$ cat config.mk
export PLATFORM = sky130hd
export DESIGN_NAME = tmwc_timer16
export DESIGN_NICKNAME = d
export VERILOG_FILES = /design/src/tmwc_timer16.v
export VERILOG_INCLUDE_DIRS = /design/src
export SDC_FILE = /design/constraint.sdc
export NUM_CORES = 1
export LEC_CHECK = 0
export BUFFER_PORTS_ARGS = -buffer_cell sky130_fd_sc_hd__buf_4
export CAP_MARGIN = 20
export CORE_MARGIN = 3
export CORE_UTILIZATION = 55
export DETAILED_ROUTE_END_ITERATION = 10
export PLACE_DENSITY = 0.74
export SYNTH_ARGS = -nofsm -noshare
export SYNTH_HDL_FRONTEND = slang
export SYNTH_SLANG_ARGS = --single-unit
$ cat constraint.sdc
create_clock -name sys_clk -period 4.44 [get_ports sys_clk]
set_input_delay 1.332 -clock sys_clk [delete_from_list [all_inputs] [get_ports sys_clk]]
set_output_delay 1.332 -clock sys_clk [all_outputs]
set_load 0.05 [all_outputs]
$ cat src/tmwc_defs.vh
/*
 * Constants of the 16-bit timer waveform mode control block: register
 * offsets, field positions, mode codes and fixed TOP values.
 * Assumes inclusion by the design file, the checker and the bench of the block.
 */
// What this block does
// - Timer tick is a clock enable; all activity on sys_clk edges.
// - Nonzero output mode connects channel compare output to its pin; toggle in PWM modes connects only A in modes 9 and 15.
// - Non-PWM: 0 off, 1 toggle, 2 clear, 3 set on match.
// - Fast PWM: mode 2 clear on match/set at BOTTOM; 3 opposite.
// - Fast PWM mode 1 toggles A only in wave mode 15, B off.
// - Fast PWM: compare equal TOP ignored, BOTTOM action still done.
// - Dual-slope: mode 2 clear up-match, set down-match; 3 opposite.
// - Dual-slope mode 1 toggles A only in wave mode 9.
// - Force strobe in non-PWM forces a match per output mode.
// - Forced match sets no flag and never clears counter.
// - Force strobe bits always read as zero.
// - Wave mode is four bits, two from each control register.
// - Modes 0,4,12: TOP FFFF/A/capture, immediate update, overflow at MAX.
// - Modes 1-3,10,11 phase correct: update at TOP, overflow at BOTTOM.
// - Modes 5-7,14,15 fast PWM: update BOTTOM, overflow TOP; 13 reserved.
// - Modes 8,9: TOP capture or A, update and overflow at BOTTOM.
// - Filter changes capture input after four equal samples.
// - Edge select 0 falling, 1 rising; capture copies count, sets flag.
// - Capture input disabled while capture register is TOP.
// - Clock select: stop, /1,/8,/64,/256,/1024, external fall/rise.
`ifndef TMWC_DEFS_VH
`define TMWC_DEFS_VH

`define TMWC_OFF_CTRL_A   4'h0
`define TMWC_OFF_CTRL_B   4'h4
`define TMWC_OFF_COUNT    4'h8
`define TMWC_OFF_CMP_A    4'hC
`define TMWC_OFF_CMP_B    5'h10
`define TMWC_OFF_CAPT     5'h14
`define TMWC_OFF_FLAGS    5'h18
`define TMWC_ADDR_W       5

`define TMWC_RESP_OKAY    2'h0
`define TMWC_RESP_SLVERR  2'h2

// Control A fields
`define TMWC_A_OMA_HI     7
`define TMWC_A_OMA_LO     6
`define TMWC_A_OMB_HI     5
`define TMWC_A_OMB_LO     4
`define TMWC_A_FRC_A      3
`define TMWC_A_FRC_B      2
// Control B fields
`define TMWC_B_FILT       7
`define TMWC_B_EDGE       6
`define TMWC_B_CSEL_HI    2
// Flag register bits (write one clears)
`define TMWC_F_CAPT       2
`define TMWC_F_CMPA       1
`define TMWC_F_CMPB       0
`define TMWC_F_OVF        3

`define TMWC_RST_CTRL     8'h00
`define TMWC_MAX          16'hFFFF
`define TMWC_BOTTOM       16'h0000
`define TMWC_TOP8         16'h00FF
`define TMWC_TOP9         16'h01FF
`define TMWC_TOP10        16'h03FF

`define TMWC_OM_OFF       2'h0
`define TMWC_OM_TOG       2'h1
`define TMWC_OM_CLR       2'h2
`define TMWC_OM_SET       2'h3

`define TMWC_WM_PFC_CAPT  4'h8
`define TMWC_WM_PFC_A     4'h9
`define TMWC_WM_PC_CAPT   4'hA
`define TMWC_WM_CTC_CAPT  4'hC
`define TMWC_WM_RSVD      4'hD
`define TMWC_WM_FAST_CAPT 4'hE
`define TMWC_WM_FAST_A    4'hF
`define TMWC_WM_CTC_A     4'h4

`define TMWC_CS_STOP      3'h0
`define TMWC_CS_D1        3'h1
`define TMWC_CS_D8        3'h2
`define TMWC_CS_D64       3'h3
`define TMWC_CS_D256      3'h4
`define TMWC_CS_D1024     3'h5
`define TMWC_CS_EXTF      3'h6
`define TMWC_CS_EXTR      3'h7

`define TMWC_PRE_W        10
`define TMWC_FILT_N       4

// Update point / overflow point codes
`define TMWC_PT_IMM       2'h0
`define TMWC_PT_TOP       2'h1
`define TMWC_PT_BOT       2'h2
`define TMWC_PT_MAX       2'h3

`endif

$ cat src/tmwc_timer16.v
/*
 * 16-bit timer with waveform mode decode, two compare outputs, force
 * strobes, prescaler and input capture with noise filter, on AXI4-Lite.
 * Assumes one 100 MHz clock; pin inputs are asynchronous and are
 * synchronised here; pin direction is kept outside this block.
 */
// Added by the designer: register access over AXI4-Lite and the register offsets.
`timescale 1ns/1ps
`include "tmwc_defs.vh"

module tmwc_timer16 (
	// Clock and reset
	input  wire        sys_clk,
	input  wire        rst_b,
	// AXI4-Lite write address
	input  wire [`TMWC_ADDR_W-1:0] s_axi_awaddr,
	input  wire        s_axi_awvalid,
	output wire        s_axi_awready,
	// AXI4-Lite write data
	input  wire [31:0] s_axi_wdata,
	input  wire [3:0]  s_axi_wstrb,
	input  wire        s_axi_wvalid,
	output wire        s_axi_wready,
	// AXI4-Lite write response
	output reg  [1:0]  s_axi_bresp,
	output reg         s_axi_bvalid,
	input  wire        s_axi_bready,
	// AXI4-Lite read
	input  wire [`TMWC_ADDR_W-1:0] s_axi_araddr,
	input  wire        s_axi_arvalid,
	output wire        s_axi_arready,
	output reg  [31:0] s_axi_rdata,
	output reg  [1:0]  s_axi_rresp,
	output reg         s_axi_rvalid,
	input  wire        s_axi_rready,
	// Pins
	input  wire        captureIn,
	input  wire        extCountIn,
	output reg         waveOutA,
	output reg         waveOutB,
	output wire        waveConnA,
	output wire        waveConnB
);

	// ----------------------------------------
	// Helper functions
	// ----------------------------------------
	function [1:0] applyMode;
		input [1:0] om;
		input       cur;
		begin
			case (om)
				`TMWC_OM_TOG: applyMode = {1'b1, ~cur};
				`TMWC_OM_CLR: applyMode = 2'h2;
				`TMWC_OM_SET: applyMode = 2'h3;
				default:      applyMode = {1'b0, cur};
			endcase
		end
	endfunction

	function byteWr;
		input [3:0] strb;
		begin
			byteWr = strb[0];
		end
	endfunction

	// ----------------------------------------
	// Registers
	// ----------------------------------------
	reg  [7:0]  ctrlA_q;
	reg  [7:0]  ctrlB_q;
	reg  [15:0] count_q;
	reg  [15:0] cmpA_q, cmpB_q, bufA_q, bufB_q;
	reg  [15:0] capt_q;
	reg  [3:0]  flags_q;
	reg         down_q;
	reg  [`TMWC_PRE_W-1:0] pre_q;
	reg  [2:0]  capSync_q, extSync_q;
	reg         capStable_q, extStable_q;
	reg  [`TMWC_FILT_N-1:0] filtHist_q;
	reg         capFilt_q;
	reg         aw_q, w_q;
	reg         forcePendA_q, forcePendB_q;
	reg  [`TMWC_ADDR_W-1:0] awAddr_q;
	reg  [31:0] wData_q;
	reg  [3:0]  wStrb_q;

	// ----------------------------------------
	// Mode decode
	// ----------------------------------------
	wire [3:0] waveMode = {ctrlB_q[4:3], ctrlA_q[1:0]};
	wire [1:0] outModeA = ctrlA_q[`TMWC_A_OMA_HI:`TMWC_A_OMA_LO];
	wire [1:0] outModeB = ctrlA_q[`TMWC_A_OMB_HI:`TMWC_A_OMB_LO];
	wire [2:0] clockSel = ctrlB_q[`TMWC_B_CSEL_HI:0];

	wire isNonPwm = (waveMode == 4'h0) || (waveMode == `TMWC_WM_CTC_A) || (waveMode == `TMWC_WM_CTC_CAPT);
	wire isFast   = (waveMode[2:0] >= 3'h5 && !waveMode[3]) ||
	                (waveMode == `TMWC_WM_FAST_CAPT) || (waveMode == `TMWC_WM_FAST_A);
	wire isDual   = !isNonPwm && !isFast && (waveMode != `TMWC_WM_RSVD);
	wire captIsTop = (waveMode == `TMWC_WM_PFC_CAPT) || (waveMode == `TMWC_WM_PC_CAPT) ||
	                 (waveMode == `TMWC_WM_CTC_CAPT) || (waveMode == `TMWC_WM_FAST_CAPT);

	reg [15:0] topVal;
	reg [1:0]  updPt, ovfPt;
	always @* begin
		case (waveMode)
			4'h0: begin topVal = `TMWC_MAX; updPt = `TMWC_PT_IMM; ovfPt = `TMWC_PT_MAX; end
			4'h1: begin topVal = `TMWC_TOP8; updPt = `TMWC_PT_TOP; ovfPt = `TMWC_PT_BOT; end
			4'h2: begin topVal = `TMWC_TOP9; updPt = `TMWC_PT_TOP; ovfPt = `TMWC_PT_BOT; end
			4'h3: begin topVal = `TMWC_TOP10; updPt = `TMWC_PT_TOP; ovfPt = `TMWC_PT_BOT; end
			4'h4: begin topVal = cmpA_q; updPt = `TMWC_PT_IMM; ovfPt = `TMWC_PT_MAX; end
			4'h5: begin topVal = `TMWC_TOP8; updPt = `TMWC_PT_BOT; ovfPt = `TMWC_PT_TOP; end
			4'h6: begin topVal = `TMWC_TOP9; updPt = `TMWC_PT_BOT; ovfPt = `TMWC_PT_TOP; end
			4'h7: begin topVal = `TMWC_TOP10; updPt = `TMWC_PT_BOT; ovfPt = `TMWC_PT_TOP; end
			4'h8: begin topVal = capt_q; updPt = `TMWC_PT_BOT; ovfPt = `TMWC_PT_BOT; end
			4'h9: begin topVal = cmpA_q; updPt = `TMWC_PT_BOT; ovfPt = `TMWC_PT_BOT; end
			4'hA: begin topVal = capt_q; updPt = `TMWC_PT_TOP; ovfPt = `TMWC_PT_BOT; end
			4'hB: begin topVal = cmpA_q; updPt = `TMWC_PT_TOP; ovfPt = `TMWC_PT_BOT; end
			4'hC: begin topVal = capt_q; updPt = `TMWC_PT_IMM; ovfPt = `TMWC_PT_MAX; end
			4'hE: begin topVal = capt_q; updPt = `TMWC_PT_BOT; ovfPt = `TMWC_PT_TOP; end
			4'hF: begin topVal = cmpA_q; updPt = `TMWC_PT_BOT; ovfPt = `TMWC_PT_TOP; end
			// Reserved mode 13 behaves as a free counter with no waveform
			default: begin topVal = `TMWC_MAX; updPt = `TMWC_PT_IMM; ovfPt = `TMWC_PT_MAX; end
		endcase
	end

	// ----------------------------------------
	// Pin synchronisers and capture filter
	// ----------------------------------------
	always @(posedge sys_clk or negedge rst_b) begin
		if (!rst_b) begin
			capSync_q   <= 3'h0;
			extSync_q   <= 3'h0;
			capStable_q <= 1'b0;
			extStable_q <= 1'b0;
			filtHist_q  <= {`TMWC_FILT_N{1'b0}};
			capFilt_q   <= 1'b0;
		end else begin
			capSync_q <= {capSync_q[1:0], captureIn};
			extSync_q <= {extSync_q[1:0], extCountIn};
			if (capSync_q[2] == capSync_q[1])
				capStable_q <= capSync_q[2];
			if (extSync_q[2] == extSync_q[1])
				extStable_q <= extSync_q[2];
			filtHist_q <= {filtHist_q[`TMWC_FILT_N-2:0], capStable_q};
			if (!ctrlB_q[`TMWC_B_FILT])
				capFilt_q <= capStable_q;
			else if (&filtHist_q || ~|filtHist_q)
				capFilt_q <= filtHist_q[`TMWC_FILT_N-1];
		end
	end

	wire capPrev;
	reg  capPrev_q;
	assign capPrev = capPrev_q;
	wire capEdge = ctrlB_q[`TMWC_B_EDGE] ? (capFilt_q & ~capPrev) : (~capFilt_q & capPrev);
	wire capEvent = capEdge && !captIsTop;
	reg  extPrev_q;
	wire extFall = extPrev_q & ~extStable_q;
	wire extRise = ~extPrev_q & extStable_q;

	// ----------------------------------------
	// Prescaler and tick enable
	// ----------------------------------------
	reg tickEnable;
	always @* begin
		case (clockSel)
			`TMWC_CS_D1:    tickEnable = 1'b1;
			`TMWC_CS_D8:    tickEnable = &pre_q[2:0];
			`TMWC_CS_D64:   tickEnable = &pre_q[5:0];
			`TMWC_CS_D256:  tickEnable = &pre_q[7:0];
			`TMWC_CS_D1024: tickEnable = &pre_q[9:0];
			`TMWC_CS_EXTF:  tickEnable = extFall;
			`TMWC_CS_EXTR:  tickEnable = extRise;
			default:        tickEnable = 1'b0;
		endcase
	end

	// ----------------------------------------
	// Bus handshake
	// ----------------------------------------
	assign s_axi_awready = !aw_q && !s_axi_bvalid;
	assign s_axi_wready  = !w_q && !s_axi_bvalid;
	assign s_axi_arready = !s_axi_rvalid;
	wire   wrDo = aw_q && w_q && !s_axi_bvalid;
	wire   wrHit = wrDo && byteWr(wStrb_q);
	wire   wrCtrlA = wrHit && (awAddr_q == {1'b0, `TMWC_OFF_CTRL_A});
	wire   wrCtrlB = wrHit && (awAddr_q == {1'b0, `TMWC_OFF_CTRL_B});
	wire   wrCount = wrDo && (awAddr_q == {1'b0, `TMWC_OFF_COUNT});
	wire   wrCmpA  = wrDo && (awAddr_q == {1'b0, `TMWC_OFF_CMP_A});
	wire   wrCmpB  = wrDo && (awAddr_q == `TMWC_OFF_CMP_B);
	wire   wrCapt  = wrDo && (awAddr_q == `TMWC_OFF_CAPT);
	wire   wrFlags = wrHit && (awAddr_q == `TMWC_OFF_FLAGS);
	wire   wrMapped = wrCtrlA || wrCtrlB || wrCount || wrCmpA || wrCmpB || wrCapt || wrFlags ||
	                  (awAddr_q[1:0] == 2'h0 && awAddr_q <= `TMWC_OFF_FLAGS);

	// Strobes act one cycle after the write, so the modes written with them decide
	wire forceA = forcePendA_q && isNonPwm;
	wire forceB = forcePendB_q && isNonPwm;

	// ----------------------------------------
	// Counter sequencing
	// ----------------------------------------
	wire atTop    = (count_q == topVal);
	wire atBottom = (count_q == `TMWC_BOTTOM);
	wire matchA   = tickEnable && (count_q == cmpA_q);
	wire matchB   = tickEnable && (count_q == cmpB_q);
	wire atMax    = (count_q == `TMWC_MAX);
	wire ovfHit   = tickEnable && ((ovfPt == `TMWC_PT_MAX && atMax) ||
	                (ovfPt == `TMWC_PT_TOP && atTop) || (ovfPt == `TMWC_PT_BOT && atBottom && down_q));
	wire updHit   = tickEnable && ((updPt == `TMWC_PT_TOP && atTop) || (updPt == `TMWC_PT_BOT && atBottom));

	always @(posedge sys_clk or negedge rst_b) begin
		if (!rst_b) begin
			count_q   <= 16'h0000;
			down_q    <= 1'b0;
			pre_q     <= {`TMWC_PRE_W{1'b0}};
			capPrev_q <= 1'b0;
			extPrev_q <= 1'b0;
		end else begin
			capPrev_q <= capFilt_q;
			extPrev_q <= extStable_q;
			pre_q     <= (clockSel == `TMWC_CS_STOP) ? pre_q : pre_q + 1'b1;
			if (wrCount)
				count_q <= wData_q[15:0];
			else if (tickEnable) begin
				if (isDual) begin
					if (atTop) begin
						down_q  <= 1'b1;
						count_q <= count_q - 1'b1;
					end else if (atBottom && down_q) begin
						down_q  <= 1'b0;
						count_q <= count_q + 1'b1;
					end else
						count_q <= down_q ? count_q - 1'b1 : count_q + 1'b1;
				end else if (waveMode != 4'h0 && atTop)
					count_q <= `TMWC_BOTTOM;
				else
					count_q <= count_q + 1'b1;
				if (!isDual)
					down_q <= 1'b0;
			end
		end
	end

	// ----------------------------------------
	// Waveform outputs
	// ----------------------------------------
	// In PWM modes, toggle mode is kept only by channel A in modes 15 and 9
	wire togOkA = isNonPwm || (isFast && waveMode == `TMWC_WM_FAST_A) ||
	              (isDual && (waveMode == `TMWC_WM_PFC_A || waveMode == `TMWC_WM_FAST_CAPT));
	assign waveConnA = (outModeA != `TMWC_OM_OFF) && (outModeA != `TMWC_OM_TOG || togOkA);
	assign waveConnB = (outModeB != `TMWC_OM_OFF) && (outModeB != `TMWC_OM_TOG || isNonPwm);

	function nextWave;
		input [1:0]  om;
		input        cur;
		input        hit;
		input        frc;
		input [15:0] cmp;
		reg   [1:0]  r;
		begin
			r = {1'b0, cur};
			if (isNonPwm && (hit || frc))
				r = applyMode(om, cur);
			else if (isFast && om[1]) begin
				if (hit && cmp != topVal)
					r = {1'b1, om[0]};
				else if (tickEnable && atTop)
					r = {1'b1, ~om[0]};
			end else if (isFast && om == `TMWC_OM_TOG && hit)
				r = {1'b1, ~cur};
			else if (isDual && om[1] && hit)
				r = {1'b1, om[0] ^ down_q};
			else if (isDual && om == `TMWC_OM_TOG && hit)
				r = {1'b1, ~cur};
			nextWave = r[0];
		end
	endfunction

	always @(posedge sys_clk or negedge rst_b) begin
		if (!rst_b) begin
			waveOutA <= 1'b0;
			waveOutB <= 1'b0;
		end else begin
			if (waveConnA)
				waveOutA <= nextWave(outModeA, waveOutA, matchA, forceA, cmpA_q);
			if (waveConnB)
				waveOutB <= nextWave(outModeB, waveOutB, matchB, forceB, cmpB_q);
		end
	end

	// ----------------------------------------
	// Registers, flags and bus slave
	// ----------------------------------------
	wire [15:0] wr16 = wData_q[15:0];
	always @(posedge sys_clk or negedge rst_b) begin
		if (!rst_b) begin
			ctrlA_q <= `TMWC_RST_CTRL;
			ctrlB_q <= `TMWC_RST_CTRL;
			cmpA_q <= 16'h0000;
			cmpB_q <= 16'h0000;
			bufA_q <= 16'h0000;
			bufB_q <= 16'h0000;
			capt_q <= 16'h0000;
			flags_q <= 4'h0;
			aw_q <= 1'b0;
			w_q <= 1'b0;
			forcePendA_q <= 1'b0;
			forcePendB_q <= 1'b0;
			awAddr_q <= {`TMWC_ADDR_W{1'b0}};
			wData_q <= 32'h0000_0000;
			wStrb_q <= 4'h0;
			s_axi_bvalid <= 1'b0;
			s_axi_bresp <= `TMWC_RESP_OKAY;
			s_axi_rvalid <= 1'b0;
			s_axi_rresp <= `TMWC_RESP_OKAY;
			s_axi_rdata <= 32'h0000_0000;
		end else begin
			if (s_axi_awvalid && s_axi_awready) begin
				aw_q <= 1'b1;
				awAddr_q <= s_axi_awaddr;
			end
			if (s_axi_wvalid && s_axi_wready) begin
				w_q <= 1'b1;
				wData_q <= s_axi_wdata;
				wStrb_q <= s_axi_wstrb;
			end
			if (wrDo) begin
				aw_q <= 1'b0;
				w_q <= 1'b0;
				s_axi_bvalid <= 1'b1;
				s_axi_bresp <= wrMapped ? `TMWC_RESP_OKAY : `TMWC_RESP_SLVERR;
			end else if (s_axi_bvalid && s_axi_bready)
				s_axi_bvalid <= 1'b0;
			if (wrCtrlA)
				ctrlA_q <= {wData_q[7:4], 2'b00, wData_q[1:0]};
			forcePendA_q <= wrCtrlA && wData_q[`TMWC_A_FRC_A];
			forcePendB_q <= wrCtrlA && wData_q[`TMWC_A_FRC_B];
			if (wrCtrlB)
				ctrlB_q <= {wData_q[7:6], 1'b0, wData_q[4:0]};
			// Compare writes go to the buffer; immediate modes copy at once
			if (wrCmpA)
				bufA_q <= wr16;
			if (wrCmpB)
				bufB_q <= wr16;
			if (updPt == `TMWC_PT_IMM) begin
				cmpA_q <= wrCmpA ? wr16 : bufA_q;
				cmpB_q <= wrCmpB ? wr16 : bufB_q;
			end else if (updHit) begin
				cmpA_q <= bufA_q;
				cmpB_q <= bufB_q;
			end
			if (capEvent)
				capt_q <= count_q;
			else if (wrCapt && captIsTop)
				capt_q <= wr16;
			// Set beats clear; forced matches never reach the flags
			flags_q[`TMWC_F_CAPT] <= (capEvent || (captIsTop && tickEnable && atTop)) ||
				(flags_q[`TMWC_F_CAPT] && !(wrFlags && wData_q[`TMWC_F_CAPT]));
			flags_q[`TMWC_F_CMPA] <= matchA || (flags_q[`TMWC_F_CMPA] && !(wrFlags && wData_q[`TMWC_F_CMPA]));
			flags_q[`TMWC_F_CMPB] <= matchB || (flags_q[`TMWC_F_CMPB] && !(wrFlags && wData_q[`TMWC_F_CMPB]));
			flags_q[`TMWC_F_OVF] <= ovfHit || (flags_q[`TMWC_F_OVF] && !(wrFlags && wData_q[`TMWC_F_OVF]));
			if (s_axi_arvalid && s_axi_arready) begin
				s_axi_rvalid <= 1'b1;
				s_axi_rresp <= `TMWC_RESP_OKAY;
				case (s_axi_araddr)
					{1'b0, `TMWC_OFF_CTRL_A}: s_axi_rdata <= {24'h000000, ctrlA_q};
					{1'b0, `TMWC_OFF_CTRL_B}: s_axi_rdata <= {24'h000000, ctrlB_q};
					{1'b0, `TMWC_OFF_COUNT}:  s_axi_rdata <= {16'h0000, count_q};
					{1'b0, `TMWC_OFF_CMP_A}:  s_axi_rdata <= {16'h0000, bufA_q};
					`TMWC_OFF_CMP_B:          s_axi_rdata <= {16'h0000, bufB_q};
					`TMWC_OFF_CAPT:           s_axi_rdata <= {16'h0000, capt_q};
					`TMWC_OFF_FLAGS:          s_axi_rdata <= {28'h0000000, flags_q};
					default: begin
						s_axi_rdata <= 32'h0000_0000;
						s_axi_rresp <= `TMWC_RESP_SLVERR;
					end
				endcase
			end else if (s_axi_rvalid && s_axi_rready)
				s_axi_rvalid <= 1'b0;
		end
	end

endmodule // tmwc_timer16

; ---- Word-level counts from Yosys, hierarchy flattened
; Cells that the tools add are included.
[word_totals]
reg_bits = 205
in_bits = 55
elab_cells = 319
[classes]
add_sub_neg = 3
magnitude_cmp = 2
n_eq_ne = 61
muxes = 52
bitwise = 15
reduce_logical = 153
[ops]
columns = cell, n
row1 = 2-to-1 mux 16 bit, 15
row2 = case mux 16 bit (7 select lines), 1
row3 = case mux 16 bit (5 select lines), 1
row4 = logical AND 1 bit, 72
row5 = == test 16 bit, 3
row6 = != test 16 bit, 2
row7 = == test 5 bit (second input constant), 6
row8 = logical OR 1 bit, 30
row9 = == test 4 bit (second input constant), 7
row10 = 2-to-1 mux 1 bit, 28
row11 = OR reduction 7 bit, 3
row12 = == test 5 x 4 -> 1 bit (second input constant), 4
row13 = nonzero test 2 bit, 9
row14 = adder 16 x 1 -> 16 bit (second input constant), 1
row15 = == test 16 bit (second input constant), 1
row16 = == test 4 x 3 -> 1 bit (second input constant), 4
row17 = logical NOT 16 bit, 1
row18 = subtractor 16 x 1 -> 16 bit (second input constant), 1
row19 = == test 2 bit (second input constant), 7
row20 = logical NOT 1 bit, 13
row21 = == test 3 bit (second input constant), 4
row22 = AND reduction 4 bit, 3
row23 = OR reduction 4 bit, 3
row24 = adder 10 x 1 -> 10 bit (second input constant), 1
row25 = 34 further kinds, 66

; ---- Depth between registers and ports, before layout
[logic_depth]
ltp_word = 14
ltp_mapped = 14

; ---- Worst setup path before layout
; Ideal clock, no wire load.
[synth_timing]
path_type = flip-flop to flip-flop
from = register ctrlA_q[1]
to = register waveOutB
setup_ns = 0.125
arrival_time_ns = 3.060
slack_ns = 1.255
stages_incl_launch_ff = 11
path_cell_list = dfrtp_1 > buf_6 > or4b_4 > a21oi_2 > nor3_1 > or4_1 > or4_4 > nor4_4 > mux2i_1 > o21ai_1 > mux2_4
[synth_between]
elab_chain_cells = 13
elab_cells_between_ends = 57
cone_classes = order compare (1) / eq/ne (19) / mux (6) / reduce/logical (31)
[synth_rtl]
columns = element, line_no
row1 = "start, declared", tmwc_timer16.v:71  ; reg [7:0] ctrlA_q;
row2 = "start signal, assigned", tmwc_timer16.v:300  ; ctrlA_q <= `TMWC_RST_CTRL;
row3 = "start signal, assigned", tmwc_timer16.v:338  ; ctrlA_q <= {wData_q[7:4], 2'b00, wData_q[1:0]};
row4 = "parallel branches: the longest is 13 deep, another holds case mux 16 bit (5 select lines)", -
row5 = "end signal, assigned", tmwc_timer16.v:290  ; waveOutB <= nextWave(outModeB, waveOutB, matchB, forceB, cmpB_q);
row6 = "end, declared", tmwc_timer16.v:40  ; output reg waveOutB,
; Parallel ways; which one is timed is not known.
; A chain may end at the register's enable or synchronous reset.

; ---- Final worst setup path
[layout_timing]
from = register ctrlB_q[3]
to = register waveOutB
[layout_between]
elab_chain_cells = 13
elab_cells_between_ends = 57
cone_classes = order compare (1) / eq/ne (19) / mux (6) / reduce/logical (31)
[layout_rtl]
columns = element, line_no
row1 = "start, declared", tmwc_timer16.v:72  ; reg [7:0] ctrlB_q;
row2 = "start signal, assigned", tmwc_timer16.v:301  ; ctrlB_q <= `TMWC_RST_CTRL;
row3 = "start signal, assigned", tmwc_timer16.v:342  ; ctrlB_q <= {wData_q[7:6], 1'b0, wData_q[4:0]};
row4 = "parallel branches: the longest is 13 deep, another holds case mux 16 bit (5 select lines)", -
; Parallel ways; which one is timed is not known.

==> summary.md <==
| Metric | Value |
|---|---|
| Remaining antenna violation count | `0` |
| Buffers inserted during post-CTS setup optimization | `0` |
| Sum of negative setup slack | `0 ns` |
| Worst hold path class | `reg2reg` |
| HPWL reported at the end of detailed placement | `26800 microns` |
| Total gr overflow | `0` |
| Share of the clock period used by the worst path after layout | `91.7%` |
| Smallest hold slack | `0.352 ns` |
| Height of the die | `152 microns` |
| Die ar. | `23000 sq um` |
| Number of ports placed on the die boundary | `100` |
| Number of enable-type register cells in the synthesized netlist | `0` |
| First-iteration detailed-routing DRC count | `1193` |
| Max Slew Vio Count | `0` |
| Total detailed-routing wirelength | `36700 microns` |
| Number of antenna violations at the first check in global routing | `0` |
| Async set-reset flop share out of synthesis | `100%` |
| Area share of the largest cell type after synthesis | `40.0%` |
| Core area | `20600 sq um` |
| Fraction of layout instances using a drive strength above 1 | `18.4%` |
| Combined global-route utilization of all metal layers | `31.4%` |
| DRC violations left | `0` |
| Max IR drop VDD | `0.000440 V` |
| Clk_lat worst skew | `0.45 ns` |
| Final Setup Violations | `0` |
| Number of library cell types mapped by synthesis | `87` |
| Die outline width | `152 microns` |
| CTS tree | `done` |
| Bufs on Longest Clock Path | `2` |
| Number of sinks driven by the clock tree | `187` |
| Initial cell density of the core | `56.9%` |
| Max Clock Freq | `0.246 GHz` |
| Final Skew | `0.0170 ns` |
| Routability cong. | `1.06` |
| Largest area contributor in the netlist | `sky130_fd_sc_hd__dfrtp_1` |
| Clock transition at the register clock pins on the worst setup and hold paths after CTS | `0.07 ns` |
| Final worst slack | `0.371 ns` |
| Worst Reg2Reg Path Length in Cells | `10` |
| Dominant synthesized flop cell | `sky130_fd_sc_hd__dfrtp_1` |
| Slew HR | `25.5%` |
| Via total after detailed routing | `10500` |
| Clock period minus worst slack | `4.07 ns` |
| Final hold vios | `0` |
| Area contributors post-synth | `sky130_fd_sc_hd__dfrtp_1 (40%), sky130_fd_sc_hd__mux2i_1 (7.5%), sky130_fd_sc_hd__mux2_2 (6.2%)` |
| Number of cells traversed by the worst hold path | `0` |
| Cell area after placement | `12600 sq um` |
| Post-cts sizing count | `0` |
| Unrepaired setup endpoints after global routing | `no` |
| Wire length of the first global-routing pass | `57700 microns` |
| Outcome | `finished clean` |
| Launching element type of the critical path | `flop` |
| Reported leakage power | `5.98 nW` |
| Most repeated cell in the gate-level netlist after synthesis | `sky130_fd_sc_hd__dfrtp_1` |
| Ranking of synthesized cells by instance count | `sky130_fd_sc_hd__dfrtp_1 (187), sky130_fd_sc_hd__nor2_1 (92), sky130_fd_sc_hd__nand2_1 (90)` |
| Root Buffer Master | `sky130_fd_sc_hd__clkbuf_16` |
| Final net count | `1368` |
| Top fanout value on the critical path | `13` |
| Post-CTS Hold Fix Bufs | `0` |
| Routed via count divided by cell count | `6.58` |
| Post-route standard cell area excluding fillers | `13100 sq um` |
| Proportion of synthesized chip area in sequential cells | `40.0%` |
| CTS HTree Levels | `4` |
| Syn avg cell area | `9.30 sq um` |
| Arr. time, crit path | `4.39 ns` |
| Critical path endpoint category | `flop` |
| Largest net degree at the start of global routing | `92` |
| Iteration count of the initial detailed-routing pass | `5` |
| Cell row count | `52` |
| Number of global-route vias before repair | `9993` |
| Netlist area before placement | `11700 sq um` |
| IO Port Bufs | `62` |
| Average wire per cell in the routed design | `23.1 microns` |
| Critical path start-end classification | `reg2reg` |
| Synth warn | `0` |
| Power density of the placed cells | `685 nW/um^2` |
| Transition time of the tightest slew-check pin | `1.11 ns` |
| Synthesis-stage register bit count | `187` |
| Antenna cell count | `0` |
| Synthesized netlist cell count | `1258` |
| Dpl ws | `0.508 ns` |
| Max-cap check violation count | `0` |
| WP data required | `4.76 ns` |
| Area added between synthesis and finish | `12.4%` |
| Number of buffers inserted during clock tree synthesis | `17` |
-- path summary, 6_finish.rpt --
path	startpoint	slack (ns)	to
hold / removal	capSync_q[0]	0.35	capSync_q[1]
setup / recovery	ctrlB_q[3]	0.37	waveOutB
setup reg to reg	ctrlB_q[3]	0.37	waveOutB
hold reg to reg	capSync_q[0]	0.35	capSync_q[1]
max in group asynchronous	rst_b	2.68	ctrlA_q[4]
min in group asynchronous	rst_b	0.95	pre_q[3]
-- cell usage in the layout (no fill, tap or decap), types with 5 or more instances in the layout --
master,count
sky130_fd_sc_hd__nor2b_1,6
sky130_fd_sc_hd__mux2i_1,88
sky130_fd_sc_hd__mux2_2,64
sky130_fd_sc_hd__or3_1,11
sky130_fd_sc_hd__or4_1,6
sky130_fd_sc_hd__ha_1,6
sky130_fd_sc_hd__a221oi_1,7
sky130_fd_sc_hd__a31oi_1,16
sky130_fd_sc_hd__conb_1,18
sky130_fd_sc_hd__dfrtp_1,187
sky130_fd_sc_hd__and2_1,9
sky130_fd_sc_hd__nand4b_1,5
sky130_fd_sc_hd__a22o_1,19
sky130_fd_sc_hd__nand2b_1,16
sky130_fd_sc_hd__and3_1,9
sky130_fd_sc_hd__nand2_1,90
sky130_fd_sc_hd__o211ai_1,8
sky130_fd_sc_hd__xnor2_1,39
sky130_fd_sc_hd__nand4_1,18
sky130_fd_sc_hd__a21oi_1,71
sky130_fd_sc_hd__clkbuf_16,17
sky130_fd_sc_hd__o31ai_1,7
sky130_fd_sc_hd__o22ai_1,14
sky130_fd_sc_hd__nor2_1,91
sky130_fd_sc_hd__a21boi_0,7
sky130_fd_sc_hd__buf_4,109
sky130_fd_sc_hd__xor2_1,15
sky130_fd_sc_hd__a21o_1,6
sky130_fd_sc_hd__o21ai_0,49
sky130_fd_sc_hd__inv_8,5
sky130_fd_sc_hd__nand3_1,25
sky130_fd_sc_hd__a22oi_1,42
sky130_fd_sc_hd__nor3_1,45
sky130_fd_sc_hd__a211oi_1,6
sky130_fd_sc_hd__nor4_1,13
sky130_fd_sc_hd__inv_1,56
sky130_fd_sc_hd__nor3b_1,7
-- critical path, cell delays in order, from the launching register on --
cell,delay [ns]
sky130_fd_sc_hd__dfrtp_1,0.80
sky130_fd_sc_hd__buf_4,0.27
sky130_fd_sc_hd__or4b_4,0.47
sky130_fd_sc_hd__a21oi_2,0.30
sky130_fd_sc_hd__nor3_1,0.10
sky130_fd_sc_hd__or4_1,0.52
sky130_fd_sc_hd__or4_4,0.46
sky130_fd_sc_hd__nor4_4,0.45
sky130_fd_sc_hd__mux2i_1,0.25
sky130_fd_sc_hd__o21ai_1,0.07
sky130_fd_sc_hd__mux2_4,0.25
-- cell families after synthesis --
kind of cell / Yosys count / share of synthesized area (%)
AO/OA/AOI/OAI: 313 / 18.3
XOR/XNOR: 54 / 4.04
adder cells (fa/ha/maj): 8 / 0.813
buffers and inverters: 157 / 5.95
flip-flops: 187 / 40.0
multiplexers: 153 / 13.8
other: 1 / 0.0321
AND/OR/NAND/NOR: 385 / 17.0
-- where the power goes --
part           switching [mW]  internal [mW]  leakage (nW)
Combinational            2.55           1.80          3.31
Sequential              0.865           2.21          2.39
Clock                   0.758          0.813         0.285
Total                    4.17           4.83          5.98
-- cell type report --
cell class | instances | area [sq um]
Timing Repair Buffer | 114 | 912
Sequential cell | 187 | 4680
Tap cell | 270 | 338
Multi-Input combinational cell | 931 | 6410
Clock inverter | 14 | 156
Inverter | 56 | 210
Fill cell | 1774 | 7410
Clock buffer | 18 | 439
-- routing by layer --
layer	vias up	global-route usage (%)	share of wire [%]
li1	4669	-	-
met1	5080	42.6	42
met2	583	48.8	45
met3	125	6.43	8.2
met4	0	14.5	4.9
met5	-	0	0
-- per-stage QoR --
stage | total power [mW] | instances | utilization (%)
4_1_cts | 8.92 | 1590 | 63.9
5_1_grt | 9.49 | 1590 | 63.9
3_5_place_dp | 7.34 | 1558 | 61.1
6_report | 9.00 | 1590 | 63.9
2_1_floorplan | 5.93 | 1275 | -
3_3_place_gp | 7.26 | 1558 | 61.1
-- sequential cells by signal (all words and copies together) (netlist names), 5 cells and up --
register	cells
awAddr_q	5
bufA_q	16
bufB_q	16
capt_q	16
cmpA_q	16
cmpB_q	16
count_q	16
ctrlA_q	6
ctrlB_q	7
pre_q	10
s_axi_rdata	16
wData_q	16
Power figures use the tool's default switching activity.
